File: src/common/pfwc_defs.svh
// Purpose: constants for the pin function and wake control block
// Assumes: included by its bare name from the design; the package does not include it
// Notes: field positions and reset values only
`ifndef PFWC_DEFS_SVH
`define PFWC_DEFS_SVH

// port c function config bit positions
`define PFWC_CFG_WR_BIT 0
`define PFWC_CFG_RD_BIT 1
// port c function config reset value: both pins general purpose
`define PFWC_CFG_RESET 2'h0

// cpu control status bit positions
`define PFWC_CS_CLKEN_BIT 0
`define PFWC_CS_SPEED_BIT 1
// clock output enable reset value
`define PFWC_CLKEN_RESET 1'h1

`endif

File: src/common/pfwc_pkg.sv
// Purpose: types for the pin function and wake control block
// Assumes: pfwc_defs.svh holds the numbers
// Notes: pin groups travel as packed structs
package pfwc_pkg;
	// suspend state of the processor clocking
	typedef enum logic [0:0] {
		PFWC_RUN,
		PFWC_SUSP
	} pfwc_mode_e;

	// one driven pin: level and active-low output enable
	typedef struct packed {
		logic o;
		logic oe_n;
	} pfwc_pin_s;

	// general purpose latch and enable for port c bits 6 and 7
	typedef struct packed {
		logic [1:0] latch;
		logic [1:0] oe;
	} pfwc_gpio_s;

	// all state of the block
	typedef struct packed {
		pfwc_mode_e mode;
		logic [1:0] sel;
		logic clk_en;
		logic speed12;
		logic div;
		logic pll_prev;
		logic wake_prev;
		logic wake_irq;
		logic osc_run;
		pfwc_pin_s pc6;
		pfwc_pin_s pc7;
		pfwc_pin_s clk;
		logic [1:0] pin_state;
	} pfwc_state_s;
endpackage

File: src/pfwc_top.sv
// Purpose: port c strobe muxing, clock output, speed strap and wake control
// Assumes: all inputs synchronous to MCLK; PLL_CLOCK_OUTPUT is the 24 MHz pll output
// Notes: every output is registered; pins follow direct inputs by one cycle, register writes and the 12 MHz divider by two
// Functional notes
// bit6 is gpio or write strobe
// bit7 is gpio or read strobe
// clock output carries pll 24 MHz clock
// 12 MHz mode halves the clock output
// clock output enable bit gates the pin
// wake falling edge in suspend resumes processor
// low wake input blocks suspend entry
// speed strap selects 12 or 24 MHz
// board test floats every functional pin
// board pulls both strobes up externally
// reset leaves bit6 and bit7 as inputs
`timescale 1ns/10ps
`default_nettype none
`include "pfwc_defs.svh"

module pfwc_top (
	// clock and reset
	input wire logic MCLK,
	input wire logic RESET,
	// clock sources and straps
	input wire logic PLL_CLOCK_OUTPUT,
	input wire logic CPU_SPEED_STRAP,
	input wire logic BOARD_TEST,
	// port c function config write
	input wire logic PORT_C_FUNCTION_CONFIG_WE,
	input wire logic [1:0] PORT_C_FUNCTION_CONFIG_DATA,
	// cpu control status write and readback
	input wire logic CPU_CONTROL_STATUS_WE,
	input wire logic [1:0] CPU_CONTROL_STATUS_DATA,
	output wire logic [1:0] CPU_CONTROL_STATUS_RD,
	// processor side strobes and gpio
	input wire logic EXT_WR_N,
	input wire logic EXT_RD_N,
	input wire pfwc_pkg::pfwc_gpio_s GPIO,
	output wire logic [1:0] PORT_C_PIN_STATE,
	// port c pins
	input wire logic PORT_C_BIT6_IN,
	output wire pfwc_pkg::pfwc_pin_s PORT_C_BIT6,
	input wire logic PORT_C_BIT7_IN,
	output wire pfwc_pkg::pfwc_pin_s PORT_C_BIT7,
	// clock output pin
	output wire pfwc_pkg::pfwc_pin_s CLOCK_OUTPUT,
	// suspend and wake
	input wire logic SUSPEND_REQ,
	input wire logic WAKEUP_N,
	output wire logic OSC_RUN,
	output wire logic WAKE_IRQ,
	output wire logic SUSPENDED
);
	import pfwc_pkg::*;

	pfwc_state_s s_q; // registered state
	pfwc_state_s s_d; // next state

	// pick a port c pin's source: strobe when selected, else the gpio latch
	function automatic pfwc_pin_s pin_mux(input logic sel, input logic strobe,
			input logic latch, input logic oe, input logic test);
		pfwc_pin_s p;
		p.o = sel ? strobe : latch;
		p.oe_n = sel ? 1'b0 : ~oe;
		// board test overrides any drive
		if (test) begin
			p.oe_n = 1'b1;
		end
		return p;
	endfunction

	// next state
	always_comb begin
		s_d = s_q;
		s_d.wake_prev = WAKEUP_N;
		s_d.pll_prev = PLL_CLOCK_OUTPUT;
		s_d.wake_irq = 1'b0;
		// divide the pll clock by two on its rising edge, keeping phase lock
		if (PLL_CLOCK_OUTPUT && !s_q.pll_prev) begin
			s_d.div = ~s_q.div;
		end
		// port c function select write
		if (PORT_C_FUNCTION_CONFIG_WE) begin
			s_d.sel = PORT_C_FUNCTION_CONFIG_DATA;
		end
		// clock output enable write; speed bit is read only
		if (CPU_CONTROL_STATUS_WE) begin
			s_d.clk_en = CPU_CONTROL_STATUS_DATA[`PFWC_CS_CLKEN_BIT];
		end
		// suspend and wake sequencing
		unique case (s_q.mode)
			PFWC_RUN: begin
				// a low wake input keeps the device awake
				if (SUSPEND_REQ && WAKEUP_N) begin
					s_d.mode = PFWC_SUSP;
					s_d.osc_run = 1'b0;
				end
			end
			PFWC_SUSP: begin
				// falling edge restarts oscillator and interrupts the processor
				if (s_q.wake_prev && !WAKEUP_N) begin
					s_d.mode = PFWC_RUN;
					s_d.osc_run = 1'b1;
					s_d.wake_irq = 1'b1;
				end
			end
		endcase
		// port c pins; strobes rely on board pull-ups while floated
		s_d.pc6 = pin_mux(s_q.sel[`PFWC_CFG_WR_BIT], EXT_WR_N, GPIO.latch[0],
			GPIO.oe[0], BOARD_TEST);
		s_d.pc7 = pin_mux(s_q.sel[`PFWC_CFG_RD_BIT], EXT_RD_N, GPIO.latch[1],
			GPIO.oe[1], BOARD_TEST);
		// clock output: pll clock, or its half in 12 MHz mode
		s_d.clk.o = s_q.speed12 ? s_q.div : PLL_CLOCK_OUTPUT;
		s_d.clk.oe_n = ~s_q.clk_en | BOARD_TEST;
		s_d.pin_state = {PORT_C_BIT7_IN, PORT_C_BIT6_IN};
		// synchronous reset; the strap is caught here
		if (RESET) begin
			s_d.mode = PFWC_RUN;
			s_d.sel = `PFWC_CFG_RESET;
			s_d.clk_en = `PFWC_CLKEN_RESET;
			s_d.speed12 = CPU_SPEED_STRAP;
			s_d.div = 1'b0;
			s_d.pll_prev = 1'b0;
			s_d.wake_prev = 1'b1;
			s_d.wake_irq = 1'b0;
			s_d.osc_run = 1'b1;
			s_d.pc6 = '{o: 1'b1, oe_n: 1'b1};
			s_d.pc7 = '{o: 1'b1, oe_n: 1'b1};
			s_d.clk = '{o: 1'b0, oe_n: 1'b1};
			s_d.pin_state = 2'h0;
		end
	end

	// state register
	always_ff @(posedge MCLK) begin
		s_q <= s_d;
	end

	// outputs straight from flops
	assign PORT_C_BIT6 = s_q.pc6;
	assign PORT_C_BIT7 = s_q.pc7;
	assign CLOCK_OUTPUT = s_q.clk;
	assign PORT_C_PIN_STATE = s_q.pin_state;
	assign CPU_CONTROL_STATUS_RD = {s_q.speed12, s_q.clk_en};
	assign OSC_RUN = s_q.osc_run;
	assign WAKE_IRQ = s_q.wake_irq;
	assign SUSPENDED = (s_q.mode == PFWC_SUSP);
endmodule
`default_nettype wire

File: config.mk
export PLATFORM = sky130hd
export DESIGN_NAME = pfwc_top
export DESIGN_NICKNAME = d
export VERILOG_FILES = /design/src/common/pfwc_pkg.sv /design/src/pfwc_top.sv
export VERILOG_INCLUDE_DIRS = /design/src /design/src/common
export SDC_FILE = /design/constraint.sdc
export NUM_CORES = 1
export LEC_CHECK = 0
export ABC_AREA = 1
export BUFFER_PORTS_ARGS = -buffer_cell sky130_fd_sc_hd__buf_2
export CAP_MARGIN = 10
export CORE_MARGIN = 3
export CORE_UTILIZATION = 39
export CTS_CLUSTER_DIAMETER = 40
export DETAILED_ROUTE_END_ITERATION = 12
export PLACE_DENSITY = 0.81
export SLEW_MARGIN = 20
export SYNTH_ARGS = -nofsm -noshare
export SYNTH_HDL_FRONTEND = slang
export SYNTH_SLANG_ARGS = --single-unit
File: constraint.sdc
create_clock -name MCLK -period 0.8 [get_ports MCLK]
set_input_delay 0.04 -clock MCLK [delete_from_list [all_inputs] [get_ports MCLK]]
set_output_delay 0.04 -clock MCLK [all_outputs]
set_load 0.01 [all_outputs]
======== Yosys cells after proc, flatten, opt, wreduce, memory -nomap -nowiden ========
Index checks and enable logic that the tools add are counted.
word-level totals
  register bits ........................... 18
  input port bits ......................... 21
cells by class
  reduce and logical (&&, ||, !) cells .... 8
  equality and inequality tests ........... 2
  mux-type cells .......................... 11
  bitwise gates (word level) .............. 6
operators by type and width
  cell                                                                      count
  1-bit two-way mux                                                         8
  1-bit NOT                                                                 5
  1-bit case mux with 2 select lines                                        2
  2-bit OR reduction                                                        2
  1-bit logical AND                                                         3
  1-bit zero test                                                           2
  2-bit two-way mux                                                         1
  2-bit by 1-bit inequality test with 1-bit output (second input constant)  1
  2-bit inequality test (second input constant)                             1
  2-bit AND reduction                                                       1
  1-bit OR                                                                  1

======== Longest topological paths before layout ========
  depth after elaboration ................. 4
  depth in mapped cells ................... 4
  gate-level depth less buffers ........... 4

======== Worst setup path before layout ========
OpenSTA, ideal clock, no wires.
  kind .................................... flip-flop to flip-flop
  start point ............................. register s_q, in the netlist SUSPENDED
  end point ............................... register s_q, in the netlist OSC_RUN
  data arrival time ....................... 0.662 ns
  setup slack ............................. 0.080 ns
  library setup time ...................... 0.059 ns
  stages on the path, launching flop included .. 5
  clock period less this slack ............ 0.720 ns
  path through ............................ dfxtp_1 > nand2_1 > nor2_1 > nor2_1 > nand2_1
between the ends
  word-level cells in the longest chain between the ends .. 3
  elaborated cells between the ends (all ways) .. 5
  those cells by class .................... eq/ne: 2; mux: 1; bitwise: 1; reduce/logical: 1
ends and longest elaborated chain
  what                             RTL line         RTL
  start, declared                  pfwc_top.sv:56   pfwc_state_s s_q;
  start signal, assigned           pfwc_top.sv:137  s_q <= s_d;
  1-bit NOT (no line)              --
  2-bit inequality test (no line)  --
  2-bit AND reduction (no line)    --
Parallel ways exist; a longest one is shown, timed or not.
A chain may end at the register's enable or synchronous reset.

======== Worst setup path in the final report ========
  start point ............................. register s_q, in the netlist CPU_CONTROL_STATUS_RD[1]
  end point ............................... output port CPU_CONTROL_STATUS_RD[1]
RTL lines
  what           RTL line        RTL
  end, declared  pfwc_top.sv:34  output wire logic [1:0] CPU_CONTROL_STATUS_RD,
No word-level cell between the ends.

==> impl_results.md <==
- Worst-skew pair later-pin latency: 0.28 ns
- Most common cell after layout, fill and taps aside: buf_2
- Syn Inst Count: 78
- Post-route ant nets: 0
- Top post-synthesis cells by area: dfxtp_1 48%, buf_4 11%, inv_1 5.3%, nor2_2 5.3%, edfxtp_1 4.3%
- Die Wd: 48.50 um
- Initial antenna violation count: 0
- DP Area: a little over 800 um^2
- Sequential cell area fraction in the yosys report: 52.58%
- Hold Path Cell Cnt: 3
- Ports: 34
- Detailed Route Iter0 Violations: 2
- WS Path Type: flip-flop to output pin
- Clk pin slew, worst setup/hold paths: 0.11 ns
- Reg-to-reg endpoint: CLOCK_OUTPUT[1]
- Drc violations: 0
- First-pass GRT wire length: 2.339 mm
- R2R depth: 3
- Vias per cell: ~4.2
- Crit-path max FO: 2
- Max cap viols: 0
- Hpwl dp: 890.7 um
- Worst EP required: 0.76 ns
- LEAKAGE: between 0.5 and 0.6 nW
- Global Route Usage Sum: around 13%
- Crit-path leading delay family: flip-flops
- Slowest cell on the critical path: edfxtp_1
- Commonest non-fill, non-tap cells in the layout: 24 x buf_2, 15 x dlygate4sd3_1, 10 x inv_1
- Max IR drop VDD: 0.0009857 V
- Chip Height: roughly 49 um
- Avg WL per Cell: around 11 um
- Critical path cell sequence: buf_2
- Worst flop-to-flop path startpoint: CPU_CONTROL_STATUS_RD[1]
- Cell variety after synth: 16
- Drt pass-1 iters: 5
- Initial Utilization: around 44%
- Rows: 14
- Clk root buf: clkbuf_4
- CTS max path bufs: 2
- Fin crit period: 0.8623 ns
- Power Total: approximately 1.8 mW
- Post-Route Utilization: 67.19%
- Hold Path End: s_q[16]
- Die ar.: ~2400 um^2
- Finished Layout Cells: 144
- GP Congestion: between 0.6 and 0.7
- Min-delay src: PORT_C_FUNCTION_CONFIG_WE
- Num CTS Buffers: 3
- CP bufs+invs: 1
- WL final: 1.557 mm
- Type of the worst min-delay path: input port to flip-flop
- Critical path startpoint category: flip-flop
- Ratio of cells with drive above 1 in the final layout: 49.17%
- Largest net degree at the start of global routing: 11
- Failing checks: negative setup slack
- Syn nets: 99
- Status: complete, but fails checks
- Vias in the first global route: 519
- # clock sinks: 18
- Synthesis-to-layout area growth: 52.04%
- N_diodes: 0
- Final Slew Violations: 0
- CORE AREA: approximately 1600 um^2
- Port Buffer Count: 32
- Final WS setup: -0.06228 ns
- Critical Path Sink Type: output pin
- R2R Setup Slk: 0.02 ns
- Fillers: 125
- Crit path arrival time: ~0.82 ns
- Headroom to the max-slew limit: 80.72%
- Fmax achieved: 1160 MHz
- RSZ-0062 raised after global routing: yes
- DP Cell Count: approximately 120
- H-tree depth: 1
- #FFs+latches synth: 18
- Final setup fails: 2
- GRT overflow: 0
- Synth area leader: dfxtp_1
- Design area: around 1100 um^2
- Power Dens Cells: 1667 nW/um^2
- Ys Warns: 0
- Via Count: roughly 600
- NumNets Final: 142
- Clk_skew: 0.008766 ns
- Final hold vios: 0
- Largest stage delay on the critical path: approximately 0.39 ns
- Syn Std Cell Area: 704.4 um^2
- TritonCTS clock tree: done
- Worst-margin pin slew: ~0.29 ns
- Syn Area/Cell: about 9 um^2
- Final period utilization: 107.8%
- Post-synth top area share: between 40 and 50%
==> state kept, by name, summed over array words and instances, names as in the netlist <==
signal,count
s_q,5
CLOCK_OUTPUT,2
CPU_CONTROL_STATUS_RD,2
PORT_C_BIT6,2
PORT_C_BIT7,2
PORT_C_PIN_STATE,2
OSC_RUN,1
SUSPENDED,1
WAKE_IRQ,1
==> final cells by class <==
class,instances,area (um^2),share of cell area (%)
Sequential cell,18,384.1,35.86
Multi-Input combinational cell,38,206.4,19.28
Timing Repair Buffer,49,375.4,35.05
Tap cell,24,30.03,2.804
Inverter,11,48.80,4.556
Clock buffer,4,26.28,2.453
==> layer usage <==
metal / track usage, % / up-vias / share of wire (%)
met2: 22.48 / 22 / 56
met3: 3.681 / 2 / 6.2
li1: - / 316 / -
met1: 14.48 / 263 / 37
met4: 5.687 / 0 / 0.77
met5: 0 / - / 0
==> through the flow <==
step / TNS [ns] / setup WS (ns) / hold slack (ns)
after global routing: -0.3184 / -0.1314 / 0.02668
after detailed placement: 0 / 0.08008 / 0.2191
final: -0.09480 / -0.06228 / 0.02192
after global placement: 0 / 0.1089 / 0.2171
after floorplan: 0 / 0.07979 / 0.1259
after CTS: -0.08576 / -0.06867 / 0.02030
==> cells by family after synthesis <==
logic type	share of synthesized area [%]
simple gates	16.70
buf+inv	19.18
compound gates	11.54
flops	52.58
==> power breakdown <==
part           leakage (nW)  internal (mW)  switching, mW  total [mW]
registers             0.151          0.966         0.0388        1.01
logic                 0.346          0.186          0.134       0.320
clock network        0.0150          0.193          0.267       0.460
total                 0.512           1.35          0.440        1.79
==> repair_timing <==
item                                    CTS  global route
pin swaps                                 0             2
buffers inserted                          1             1
gates cloned                              0             0
resized for setup                         4            16
hold endpoints to repair                 12             0
endpoints found under the setup margin    4            13
hold buffers                             15             0
==> Yosys cell counts <==
master / instances
dfxtp_1: 17
buf_4: 10
inv_1: 10
nor2_1: 8
nand2_1: 6
nor2_2: 6
a21oi_1: 5
o21ai_0: 5
o21ai_2: 3
nand3_1: 2
buf_6: 1
edfxtp_1: 1
inv_8: 1
nand2_2: 1
nor2_4: 1
o21ai_1: 1
==> how the worst max path moves through the flow <==
stage	start	endpoint	slack, ns	cells after the start
after floorplan	SUSPENDED	OSC_RUN	0.08	4
after global placement	SUSPENDED	OSC_RUN	0.11	4
after detailed placement	SUSPENDED	OSC_RUN	0.08	4
after CTS	CPU_CONTROL_STATUS_RD[1]	CPU_CONTROL_STATUS_RD[1]	-0.07	1
after global routing	CPU_CONTROL_STATUS_RD[1]	CPU_CONTROL_STATUS_RD[1]	-0.13	1
final	CPU_CONTROL_STATUS_RD[1]	CPU_CONTROL_STATUS_RD[1]	-0.06	1
Note: power is estimated with default switching activity, not from simulation.
